===== config.mk =====
export PLATFORM = sky130hd
export DESIGN_NAME = nand_host
export DESIGN_NICKNAME = d
export VERILOG_FILES = /design/src/verilog/nand_host_pkg.sv /design/src/verilog/addr_cycle_byte.sv /design/src/verilog/nand_host.sv
export SDC_FILE = /design/constraint.sdc
export NUM_CORES = 1
export LEC_CHECK = 0
export BUFFER_PORTS_ARGS = -buffer_cell sky130_fd_sc_hd__buf_2
export CAP_MARGIN = 25
export CORE_MARGIN = 2
export CORE_UTILIZATION = 58
export DETAILED_ROUTE_END_ITERATION = 8
export GPL_TIMING_DRIVEN = 0
export HOLD_SLACK_MARGIN = 0.08
export PLACE_DENSITY = 0.92
export SYNTH_ARGS = -nofsm -noshare
export SYNTH_HDL_FRONTEND = slang
export SYNTH_SLANG_ARGS = --single-unit

===== constraint.sdc =====
create_clock -name ref_clk_in -period 7.4 [get_ports ref_clk_in]
set_input_delay 0.74 -clock ref_clk_in [delete_from_list [all_inputs] [get_ports ref_clk_in]]
set_output_delay 0.74 -clock ref_clk_in [all_outputs]
set_load 0.01 [all_outputs]

===== src/verilog/nand_host_pkg.sv =====
// Purpose: Shared constants and types for the NAND bus host controller.
// Assumes: x8 bus, five address cycles, 125 MHz clock.
// Notes:   Overview of operation follows.
// Overview of operation
// RQ1: Chip select high floats device bus.
// RQ2: Chip select low enables bus transactions.
// RQ3: Device latches on write strobe rising edge.
// RQ4: Read data valid after output access delay.
// RQ5: Column advances once per output strobe pulse.
// RQ6: Address latch select high for address cycles.
// RQ7: Command latch select high for command cycles.
// RQ8: Write protect low blocks program and erase.
// RQ9: Ready busy low while operation runs.
// RQ10: Ready busy is open drain; host pulls up.
// RQ11: Two column cycles, three row cycles, LSB first.
// RQ12: Host drives unused address bits low.
// RQ13: Row bit 18 selects the plane; code and model use address bit 18 (row bit 6).
// RQ14: Extra address cycles are ignored by device.
// RQ15: Only reset or status to other busy die.
// RQ16: Block has 64 pages of 2112 bytes.
// RQ17: Page is 2048 main plus 64 spare.
// RQ18: Array holds 8192 erasable blocks.
// RQ19: One shared bus, 8 or 16 bits.
// RQ20: Host sends exactly five address cycles.
package nand_host_pkg;

  localparam int BUS_WIDTH       = 8;
  localparam int ADDR_CYCLES     = 5;
  localparam int ADDR_WIDTH      = 31;
  localparam int COL_WIDTH       = 12;
  localparam int ROW_LSB         = 12;
  localparam int PLANE_BIT       = 18;
  localparam int PAGES_PER_BLOCK = 64;
  localparam int PAGE_BYTES      = 2112;
  localparam int MAIN_BYTES      = 2048;
  localparam int SPARE_BYTES     = 64;
  localparam int BLOCK_COUNT     = 8192;
  localparam int CLK_PERIOD_NS   = 8;
  localparam int STROBE_LOW_NS   = 24;
  localparam int STROBE_HIGH_NS  = 16;
  localparam int ACCESS_DELAY_NS = 24;
  localparam int STROBE_LOW_CYC  =
    (STROBE_LOW_NS + CLK_PERIOD_NS - 1) / CLK_PERIOD_NS;
  localparam int STROBE_HIGH_CYC =
    (STROBE_HIGH_NS + CLK_PERIOD_NS - 1) / CLK_PERIOD_NS;
  localparam int ACCESS_CYC      =
    (ACCESS_DELAY_NS + CLK_PERIOD_NS - 1) / CLK_PERIOD_NS;
  localparam int CNT_WIDTH       = 4;
  localparam int COUNT_WIDTH     = 12;

  typedef enum logic [1:0] {
    KIND_CMD,
    KIND_ADDR,
    KIND_WRITE,
    KIND_READ
  } kind_t;

  typedef struct packed {
    kind_t                  kind;
    logic [7:0]             cmd;
    logic [ADDR_WIDTH-1:0]  addr;
    logic [COUNT_WIDTH-1:0] count;
    logic                   chip_sel;
  } request_t;

  typedef struct packed {
    logic cmd_sel;
    logic addr_sel;
    logic chip_sel_n;
    logic write_strobe_n;
    logic output_strobe_n;
    logic write_protect_n;
  } ctrl_pins_t;

endpackage


===== src/verilog/addr_cycle_byte.sv =====
// Purpose: Selects the byte for one x8 address cycle.
// Assumes: Five cycles, column then row, least significant first.
// Notes:   Unused upper bits are forced low.
`timescale 1ns/1ns
module addr_cycle_byte
  import nand_host_pkg::*;
(
  input  wire logic [ADDR_WIDTH-1:0] addr_in,
  input  wire logic [2:0]            index_in,
  output logic      [7:0]            byte_out
);

  wire [3:0] col_high = addr_in[11:8];
  wire [2:0] row_top  = addr_in[30:28];

  always_comb begin
    case (index_in)
      3'h0:    byte_out = addr_in[7:0];          // see RQ11
      3'h1:    byte_out = {4'h0, col_high};       // see RQ12
      3'h2:    byte_out = addr_in[19:12];         // see RQ11
      3'h3:    byte_out = addr_in[27:20];         // see RQ11
      3'h4:    byte_out = {5'h00, row_top};       // see RQ12
      default: byte_out = 8'h00;
    endcase
  end

endmodule


===== src/verilog/nand_host.sv =====
// Purpose: Host controller driving a parallel NAND device through its pins.
// Assumes: Bus pins are synchronous to ref_clk_in; pull-up on ready_busy_n.
// Notes:   One request at a time; req_ready_out low while busy.
`timescale 1ns/1ns
module nand_host
  import nand_host_pkg::*;
(
  input  wire logic                   ref_clk_in,
  input  wire logic                   reset_n_in,
  input  wire logic                   req_valid_in,
  input  wire request_t               req_in,
  input  wire logic [BUS_WIDTH-1:0]   wdata_in,
  input  wire logic                   write_enable_in,
  output logic                        req_ready_out,
  output logic                        wdata_take_out,
  output logic                        rdata_valid_out,
  output logic      [BUS_WIDTH-1:0]   rdata_out,
  output logic                        done_out,
  output logic                        device_ready_out,
  output ctrl_pins_t                  pins_out,
  input  wire logic [BUS_WIDTH-1:0]   bidir_bus_in,
  output logic      [BUS_WIDTH-1:0]   bidir_bus_out,
  output logic                        bidir_bus_oe_out,
  input  wire logic                   ready_busy_n_in
);

  typedef enum {
    ST_IDLE,
    ST_SETUP,
    ST_LOW,
    ST_HIGH
  } state_t;

  logic                   rst_meta;
  logic                   rst_sync;
  state_t                 state;
  request_t               req;
  logic [CNT_WIDTH-1:0]   timer;
  logic [COUNT_WIDTH-1:0] remaining;
  logic [2:0]             addr_index;
  logic                   ready_meta;
  logic                   ready_sync;
  logic [7:0]             addr_byte;

  always_ff @(posedge ref_clk_in or negedge reset_n_in) begin
    if (!reset_n_in) begin
      rst_meta <= 1'b0;
      rst_sync <= 1'b0;
    end else begin
      rst_meta <= 1'b1;
      rst_sync <= rst_meta;
    end
  end

  addr_cycle_byte addr_cycle_byte_inst (
    .addr_in  (req.addr),
    .index_in (addr_index),
    .byte_out (addr_byte)
  );

  wire is_read     = (req.kind == KIND_READ);
  wire is_addr     = (req.kind == KIND_ADDR);
  wire timer_done  = (timer == '0);
  wire last_item   = (remaining == '0);
  wire accept      = (state == ST_IDLE) && req_valid_in && req_ready_out;
  wire [BUS_WIDTH-1:0] drive_value =
    (req.kind == KIND_CMD)  ? req.cmd   :
    is_addr                 ? addr_byte : wdata_in;

  always_ff @(posedge ref_clk_in or negedge rst_sync) begin
    if (!rst_sync) begin
      ready_meta <= 1'b0;
      ready_sync <= 1'b0;
    end else begin
      ready_meta <= ready_busy_n_in;    // see RQ10
      ready_sync <= ready_meta;
    end
  end

  always_ff @(posedge ref_clk_in or negedge rst_sync) begin
    if (!rst_sync) begin
      state            <= ST_IDLE;
      req              <= '0;
      timer            <= '0;
      remaining        <= '0;
      addr_index       <= 3'h0;
      req_ready_out    <= 1'b0;
      wdata_take_out   <= 1'b0;
      rdata_valid_out  <= 1'b0;
      rdata_out        <= '0;
      done_out         <= 1'b0;
      device_ready_out <= 1'b0;
      pins_out         <= '{1'b0, 1'b0, 1'b1, 1'b1, 1'b1, 1'b0};
      bidir_bus_out    <= '0;
      bidir_bus_oe_out <= 1'b0;
    end else begin
      device_ready_out <= ready_sync;    // see RQ9
      wdata_take_out   <= 1'b0;
      rdata_valid_out  <= 1'b0;
      done_out         <= 1'b0;
      case (state)
        ST_IDLE: begin
          req_ready_out            <= ready_sync;    // see RQ15
          pins_out.write_strobe_n  <= 1'b1;
          pins_out.output_strobe_n <= 1'b1;
          pins_out.cmd_sel         <= 1'b0;
          pins_out.addr_sel        <= 1'b0;
          bidir_bus_oe_out         <= 1'b0;
          if (accept) begin
            req           <= req_in;
            req_ready_out <= 1'b0;
            addr_index    <= 3'h0;
            remaining     <= (req_in.kind == KIND_ADDR) ?
                             COUNT_WIDTH'(ADDR_CYCLES - 1) :   // see RQ20
                             req_in.count;
            pins_out.chip_sel_n      <= ~req_in.chip_sel;     // see RQ1
            pins_out.write_protect_n <= write_enable_in;      // see RQ8
            timer <= CNT_WIDTH'(STROBE_HIGH_CYC - 1);
            state <= ST_SETUP;
          end
        end
        ST_SETUP: begin
          pins_out.chip_sel_n <= 1'b0;                        // see RQ2
          pins_out.cmd_sel  <= (req.kind == KIND_CMD);        // see RQ7
          pins_out.addr_sel <= is_addr;                       // see RQ6
          bidir_bus_oe_out  <= !is_read;                      // see RQ19
          bidir_bus_out     <= drive_value;
          if (timer_done) begin
            if (is_read) begin
              pins_out.output_strobe_n <= 1'b0;               // see RQ4
              timer <= CNT_WIDTH'(ACCESS_CYC - 1);
            end else begin
              pins_out.write_strobe_n <= 1'b0;
              timer <= CNT_WIDTH'(STROBE_LOW_CYC - 1);
            end
            state <= ST_LOW;
          end else begin
            timer <= timer - 1'b1;
          end
        end
        ST_LOW: begin
          if (timer_done) begin
            if (is_read) begin
              rdata_out       <= bidir_bus_in;                // see RQ4
              rdata_valid_out <= 1'b1;
              pins_out.output_strobe_n <= 1'b1;               // see RQ5
            end else begin
              pins_out.write_strobe_n <= 1'b1;                // see RQ3
              wdata_take_out <= (req.kind == KIND_WRITE);
            end
            timer <= CNT_WIDTH'(STROBE_HIGH_CYC - 1);
            state <= ST_HIGH;
          end else begin
            timer <= timer - 1'b1;
          end
        end
        ST_HIGH: begin
          if (timer_done) begin
            if (last_item) begin
              done_out <= 1'b1;
              state    <= ST_IDLE;
            end else begin
              remaining  <= remaining - 1'b1;
              addr_index <= addr_index + 3'h1;                // see RQ11
              timer      <= CNT_WIDTH'(STROBE_HIGH_CYC - 1);
              state      <= ST_SETUP;
            end
          end else begin
            timer <= timer - 1'b1;
          end
        end
        default: state <= ST_IDLE;
      endcase
    end
  end

endmodule


; ---- After elaboration in Yosys (flattened, before gate mapping)
; Index checks and enable logic that the tools add are counted.
[totals]
register_bits = 124
input_bits = 75
out_inout_bits = 28
elab_cells = 115
[op_classes]
n_addsub = 3
n_eq_ne = 21
n_mux = 44
n_bitwise = 1
reduce_logical = 21
[op_table]
columns = cell, n
row1 = $mux 32, 4
row2 = $pmux 32 s4, 1
row3 = $eq 32x2->1 const B, 2
row4 = $logic_not 32->1, 2
row5 = $mux 12, 4
row6 = $pmux 8 s5, 1
row7 = $eq 32x1->1 const B, 1
row8 = $pmux 12 s2, 1
row9 = $mux 4, 5
row10 = $ne 2x2->1 const B, 9
row11 = $mux 1, 16
row12 = $mux 8, 2
row13 = $pmux 4 s4, 1
row14 = $logic_not 12->1, 1
row15 = $pmux 3 s2, 2
row16 = $sub 12x1->12 const B, 1
row17 = $reduce_and 5->1, 2
row18 = $mux 3, 3
row19 = $reduce_and 4->1, 2
row20 = $eq 3x2->1 const B, 2
row21 = $pmux 2 s3, 1
row22 = $reduce_and 3->1, 2
row23 = $eq 2x1->1 const B, 2
row24 = $eq 2x2->1 const B, 2
row25 = other kinds (17), 21

; ---- Logic depth before layout (Yosys ltp)
[logic_depth]
depth_word = 5
mapped_depth = 8
ltp_nobuf = 6

; ---- Cells and area by module
; Synthesis repeated with hierarchy kept, for this count alone.
[unflattened]
cells_unflattened = 497
hier_area_um2 = 4718.3
[modules_own_cells]
columns = mod, n_inst, cells_per_inst, area_per_inst_um2
row1 = nand_host, 1, 461, 4423.0
row2 = addr_cycle_byte, 1, 36, 295.3

; ---- Worst setup path after synthesis
; Ideal clock, no wire load.
[synth_timing]
kind = register to register
start = reg remaining[0]
end = reg remaining[1]
arrival_ns = 2.131
required_ns = 7.273
path_slack_ns = 5.141
path_stages_with_launch = 9
n_path_buf = 2
path_cell_list = dfrtp_1 -> inv_1 -> ha_1 -> or4b_1 -> buf_2 -> o41ai_4 -> or2_1 -> buf_4 -> mux2_1
[synth_via]
elab_chain_len = 4
elab_cells_between_ends = 7
cone_classes = add/sub: 1 / eq/ne: 1 / mux: 3 / reduce/logical: 2
[synth_lines]
columns = element, line
row1 = from (decl), nand_host.sv:39  ; logic [COUNT_WIDTH-1:0] remaining;
row2 = from (signal assigned), nand_host.sv:113  ; remaining <= (req_in.kind == KIND_ADDR) ?
row3 = from (signal assigned), nand_host.sv:163  ; remaining <= remaining - 1'b1;
row4 = $sub 12x1->12, nand_host.sv:163
row5 = $mux 12, nand_host.sv:159  ; if (last_item) begin
row6 = $mux 12, nand_host.sv:158  ; if (timer_done) begin
row7 = $pmux 12 s2, nand_host.sv:101  ; case (state)
; Parallel ways exist; a longest one is shown, timed or not. The select of a mux whose other input is x is not followed.
; A chain may end at the register's enable or synchronous reset.

; ---- Worst setup path after layout
[layout_timing]
start = reg state[0]
end = reg req[28] (netlist name)
[layout_via]
elab_chain_len = 4
elab_cells_between_ends = 5
cone_classes = reduce/logical: 5
[layout_lines]
columns = element, line
row1 = from (decl), nand_host.sv:36  ; state_t state;
row2 = from (signal assigned), nand_host.sv:82  ; state <= ST_IDLE;
row3 = from (signal assigned), nand_host.sv:119  ; state <= ST_SETUP;
row4 = from (signal assigned), nand_host.sv:136  ; state <= ST_LOW;
row5 = $logic_not 32->1, nand_host.sv:65  ; wire accept = (state == ST_IDLE) && req_valid_in && req_ready_out;
row6 = $logic_and 1x1->1 (2 in a row), nand_host.sv:65
row7 = $reduce_and 2->1 (no source line) (*), -
row8 = to (signal assigned), nand_host.sv:110  ; req <= req_in;
row9 = to (decl), nand_host.sv:37  ; request_t req;
; Mark *: on every way between the ends. The rest lies on a longest branch, timed or not.

==> qor.yml <==
die_h_um: 92.6
syn-instance-count: 483
ioPinCount: 103
rows: 32
cts_max_level: 3
start_util: 0.593
place.port_buffers: 102
antenna_left: 0
synth.net_count: 569
fin_hold_ws_ns: 0.144
post-route-period-util: 0.342
max_clock_freq_mhz: 395
setup_viol_count_final: 0
drv_cap: 0
pwr-share-comb: 0.067
final_nets: 683
n_fill_cell: 580
worst_slew_pin_slew_ns: 0.631
vias: 4221
dp_cells: 688
via_per_inst: 6.00
required_ns: 7.71
clockPowerShare: 0.338
netlist_area_sq_mm: 0.00456
seq_power_share: 0.595
status: "complete, no violations"
yosysMostFrequentCell: "nand2_1"
synth_edf_count: 0
cts_setup_buffers: 0
fin_worst_skew_ns: 0.0106
clkTransAtPathRegs_ns: 0.09
clock_sink_count: 94
drtIter0Drc: 394
p_leak_nw: 2.71
core_area_sq_mm: 0.00769
fp.dieW_um: 92.6
drive_gt1_frac: 0.219
start_kind: "register"
hold_viol: 0
syn_to_final_growth_pct: 18.4
grt.overflow.total: 0
dieArea_sq_mm: 0.00858
synth.ff_latch_count: 94
holdBufCountCts: 0
slew_headroom: 0.578
ys_seq_area_frac: 0.517
switching_share: 0.255
setup_tns_ns: 0
antenna_found_initial: 0
grt_first_pass_wirelength_um: 20200
dp_slack_ns: 4.94
slew_violations: 0
worstRegToRegCells: 8
grt_pass1_vias: 4145
netlist.area_leader.share: 0.500
end_kind: "register"
worst-path-max-fanout: 10
power_per_cell_area_mw_per_mm2: 168
net-switching-power_w: 0.000231
synth_commonest_cells: "nand2_1 (147), dfrtp_1 (91), clkbuf_1 (29)"
drcViolationCount: 0
syn_area_per_cell_sq_um: 9.43
dp_hpwl_um: 8680
synth_flop_cell: "dfrtp_1"
yosys_warnings: 0
cts_root_buf: "clkbuf_8"
rsz0062_at_grt: "false"
grt_start_max_net_pins: 68
ys_types: 61
cts_buffer_depth: 2
arrival_ns: 2.84
synth_top_area_cell: "dfrtp_1"
peakVddDrop_uv: 113
gp_congestion: 0.925
cts_made_buffers: 9
p_int_w: 0.000674
fin_cells: 704
avgRoutedWirePerCell_um: 17.4
finalWirelength_um: 12200
crit_type: "reg -> reg"
cts_resized: 0
post-route-min-period_ns: 2.53
grt_usage: 0.302
worst_skew_pair.late_latency_ns: 0.37
cts_tree: "done"
n_antenna_cell: 0
ys_async_sr_fraction: 1.00
first_pass_iters: 6
synthTopCellsByArea: "dfrtp_1 (50%), nand2_1 (12%), ha_1 (3.0%)"
hold_path.class: "in -> async"
worst_slack_ns: 4.87
layer usage:
layer | up-vias | track usage | share of wire
li1 | 1933 | - | -
met1 | 2007 | 0.397 | 0.39
met2 | 244 | 0.511 | 0.49
met3 | 37 | 0.0529 | 0.087
met4 | 0 | 0.102 | 0.029
met5 | - | 0 | 0
layout make-up:
cell class	instances	area (sq um)	area share
Inverter	10	37.5	0.00696
Clock inverter	5	36.3	0.00673
Sequential cell	94	2360	0.438
Clock buffer	11	131	0.0244
Tap cell	102	128	0.0237
Timing Repair Buffer	103	538	0.0998
Multi-Input combinational cell	346	2020	0.375
Buffer	33	138	0.0255
final timing paths:
kind / start / to / slack, ns
worst max register to register: state[0]$_DFFE_PN0P_ / req[28]$_DFFE_PN0P_ / 4.87
worst max-delay path: state[0]$_DFFE_PN0P_ / req[28]$_DFFE_PN0P_ / 4.87
max in group asynchronous: rst_sync$_DFF_PN0_ / remaining[9]$_DFFE_PN0P_ / 6.50
worst min-delay path: reset_n_in / rst_sync$_DFF_PN0_ / 0.14
min in group ref_clk_in: ready_meta$_DFF_PN0_ / ready_sync$_DFF_PN0_ / 0.36
worst min register to register: rst_sync$_DFF_PN0_ / wdata_take_out$_DFF_PN0_ / 0.25
cell usage in the layout, fill, tap and decap left out, types with 4 or more instances in the layout:
cell / Yosys / layout
clkbuf_1: 29 / 31
ha_1: 11 / 11
o21ai_0: 16 / 16
nor3_1: 5 / 5
inv_1: 10 / 10
a31oi_1: 6 / 6
buf_2: 2 / 104
a222oi_1: 8 / 8
nor2_1: 21 / 21
and4_1: 4 / 4
clkbuf_8: 0 / 9
nand3_1: 14 / 14
a21oi_1: 13 / 13
o211ai_1: 6 / 6
o31ai_1: 5 / 5
dfrtp_1: 91 / 90
or4_1: 6 / 6
mux2_1: 9 / 9
nand3b_1: 8 / 8
nand2_1: 147 / 147
worst max-delay path: stages, from the launching register on:
cell and delay [ns]:
dfrtp_1 0.41, inv_1 0.11, ha_1 0.18, clkbuf_1 0.34, and3_1 0.27, clkbuf_1 0.41
clkbuf_1 0.50, nand2_1 0.16, nand2_1 0.09
logic make-up (layout without fill, tap and decap cells):
group | after synthesis | after routing | share of synthesized area
AO/OA/AOI/OAI | 95 | 95 | 0.160
adder cells (fa/ha/maj) | 11 | 11 | 0.0302
flip-flops | 94 | 94 | 0.517
multiplexers | 10 | 10 | 0.0247
buffers and inverters | 43 | 162 | 0.0385
other | 1 | 1 | 0.000823
AND/OR/NAND/NOR | 229 | 229 | 0.229
power by group through the flow:
stage               Clock [W]  Sequential, W  Combinational [W]
floorplan                   0       0.000549          0.0000226
global placement            0       0.000553          0.0000482
detailed placement          0       0.000548          0.0000589
CTS                  0.000308       0.000538          0.0000602
global route         0.000330       0.000540          0.0000686
finish               0.000306       0.000538          0.0000605
registers in the layout (all words and copies together), names as in the netlist, 2 cells and up:
name	flops
timer	4
pins_out	6
rdata_out	8
remaining	12
addr_index	3
bidir_bus_out	8
state	2
req	41
metrics by stage:
stage	total power [W]	cell area, sq um	utilization
final	0.000905	5390	0.701
after detailed placement	0.000607	5230	0.680
after floorplan	0.000571	4560	-
after global placement	0.000601	5190	0.676
after CTS	0.000906	5390	0.701
after global routing	0.000939	5390	0.701
Power figures use the tool's default switching activity.
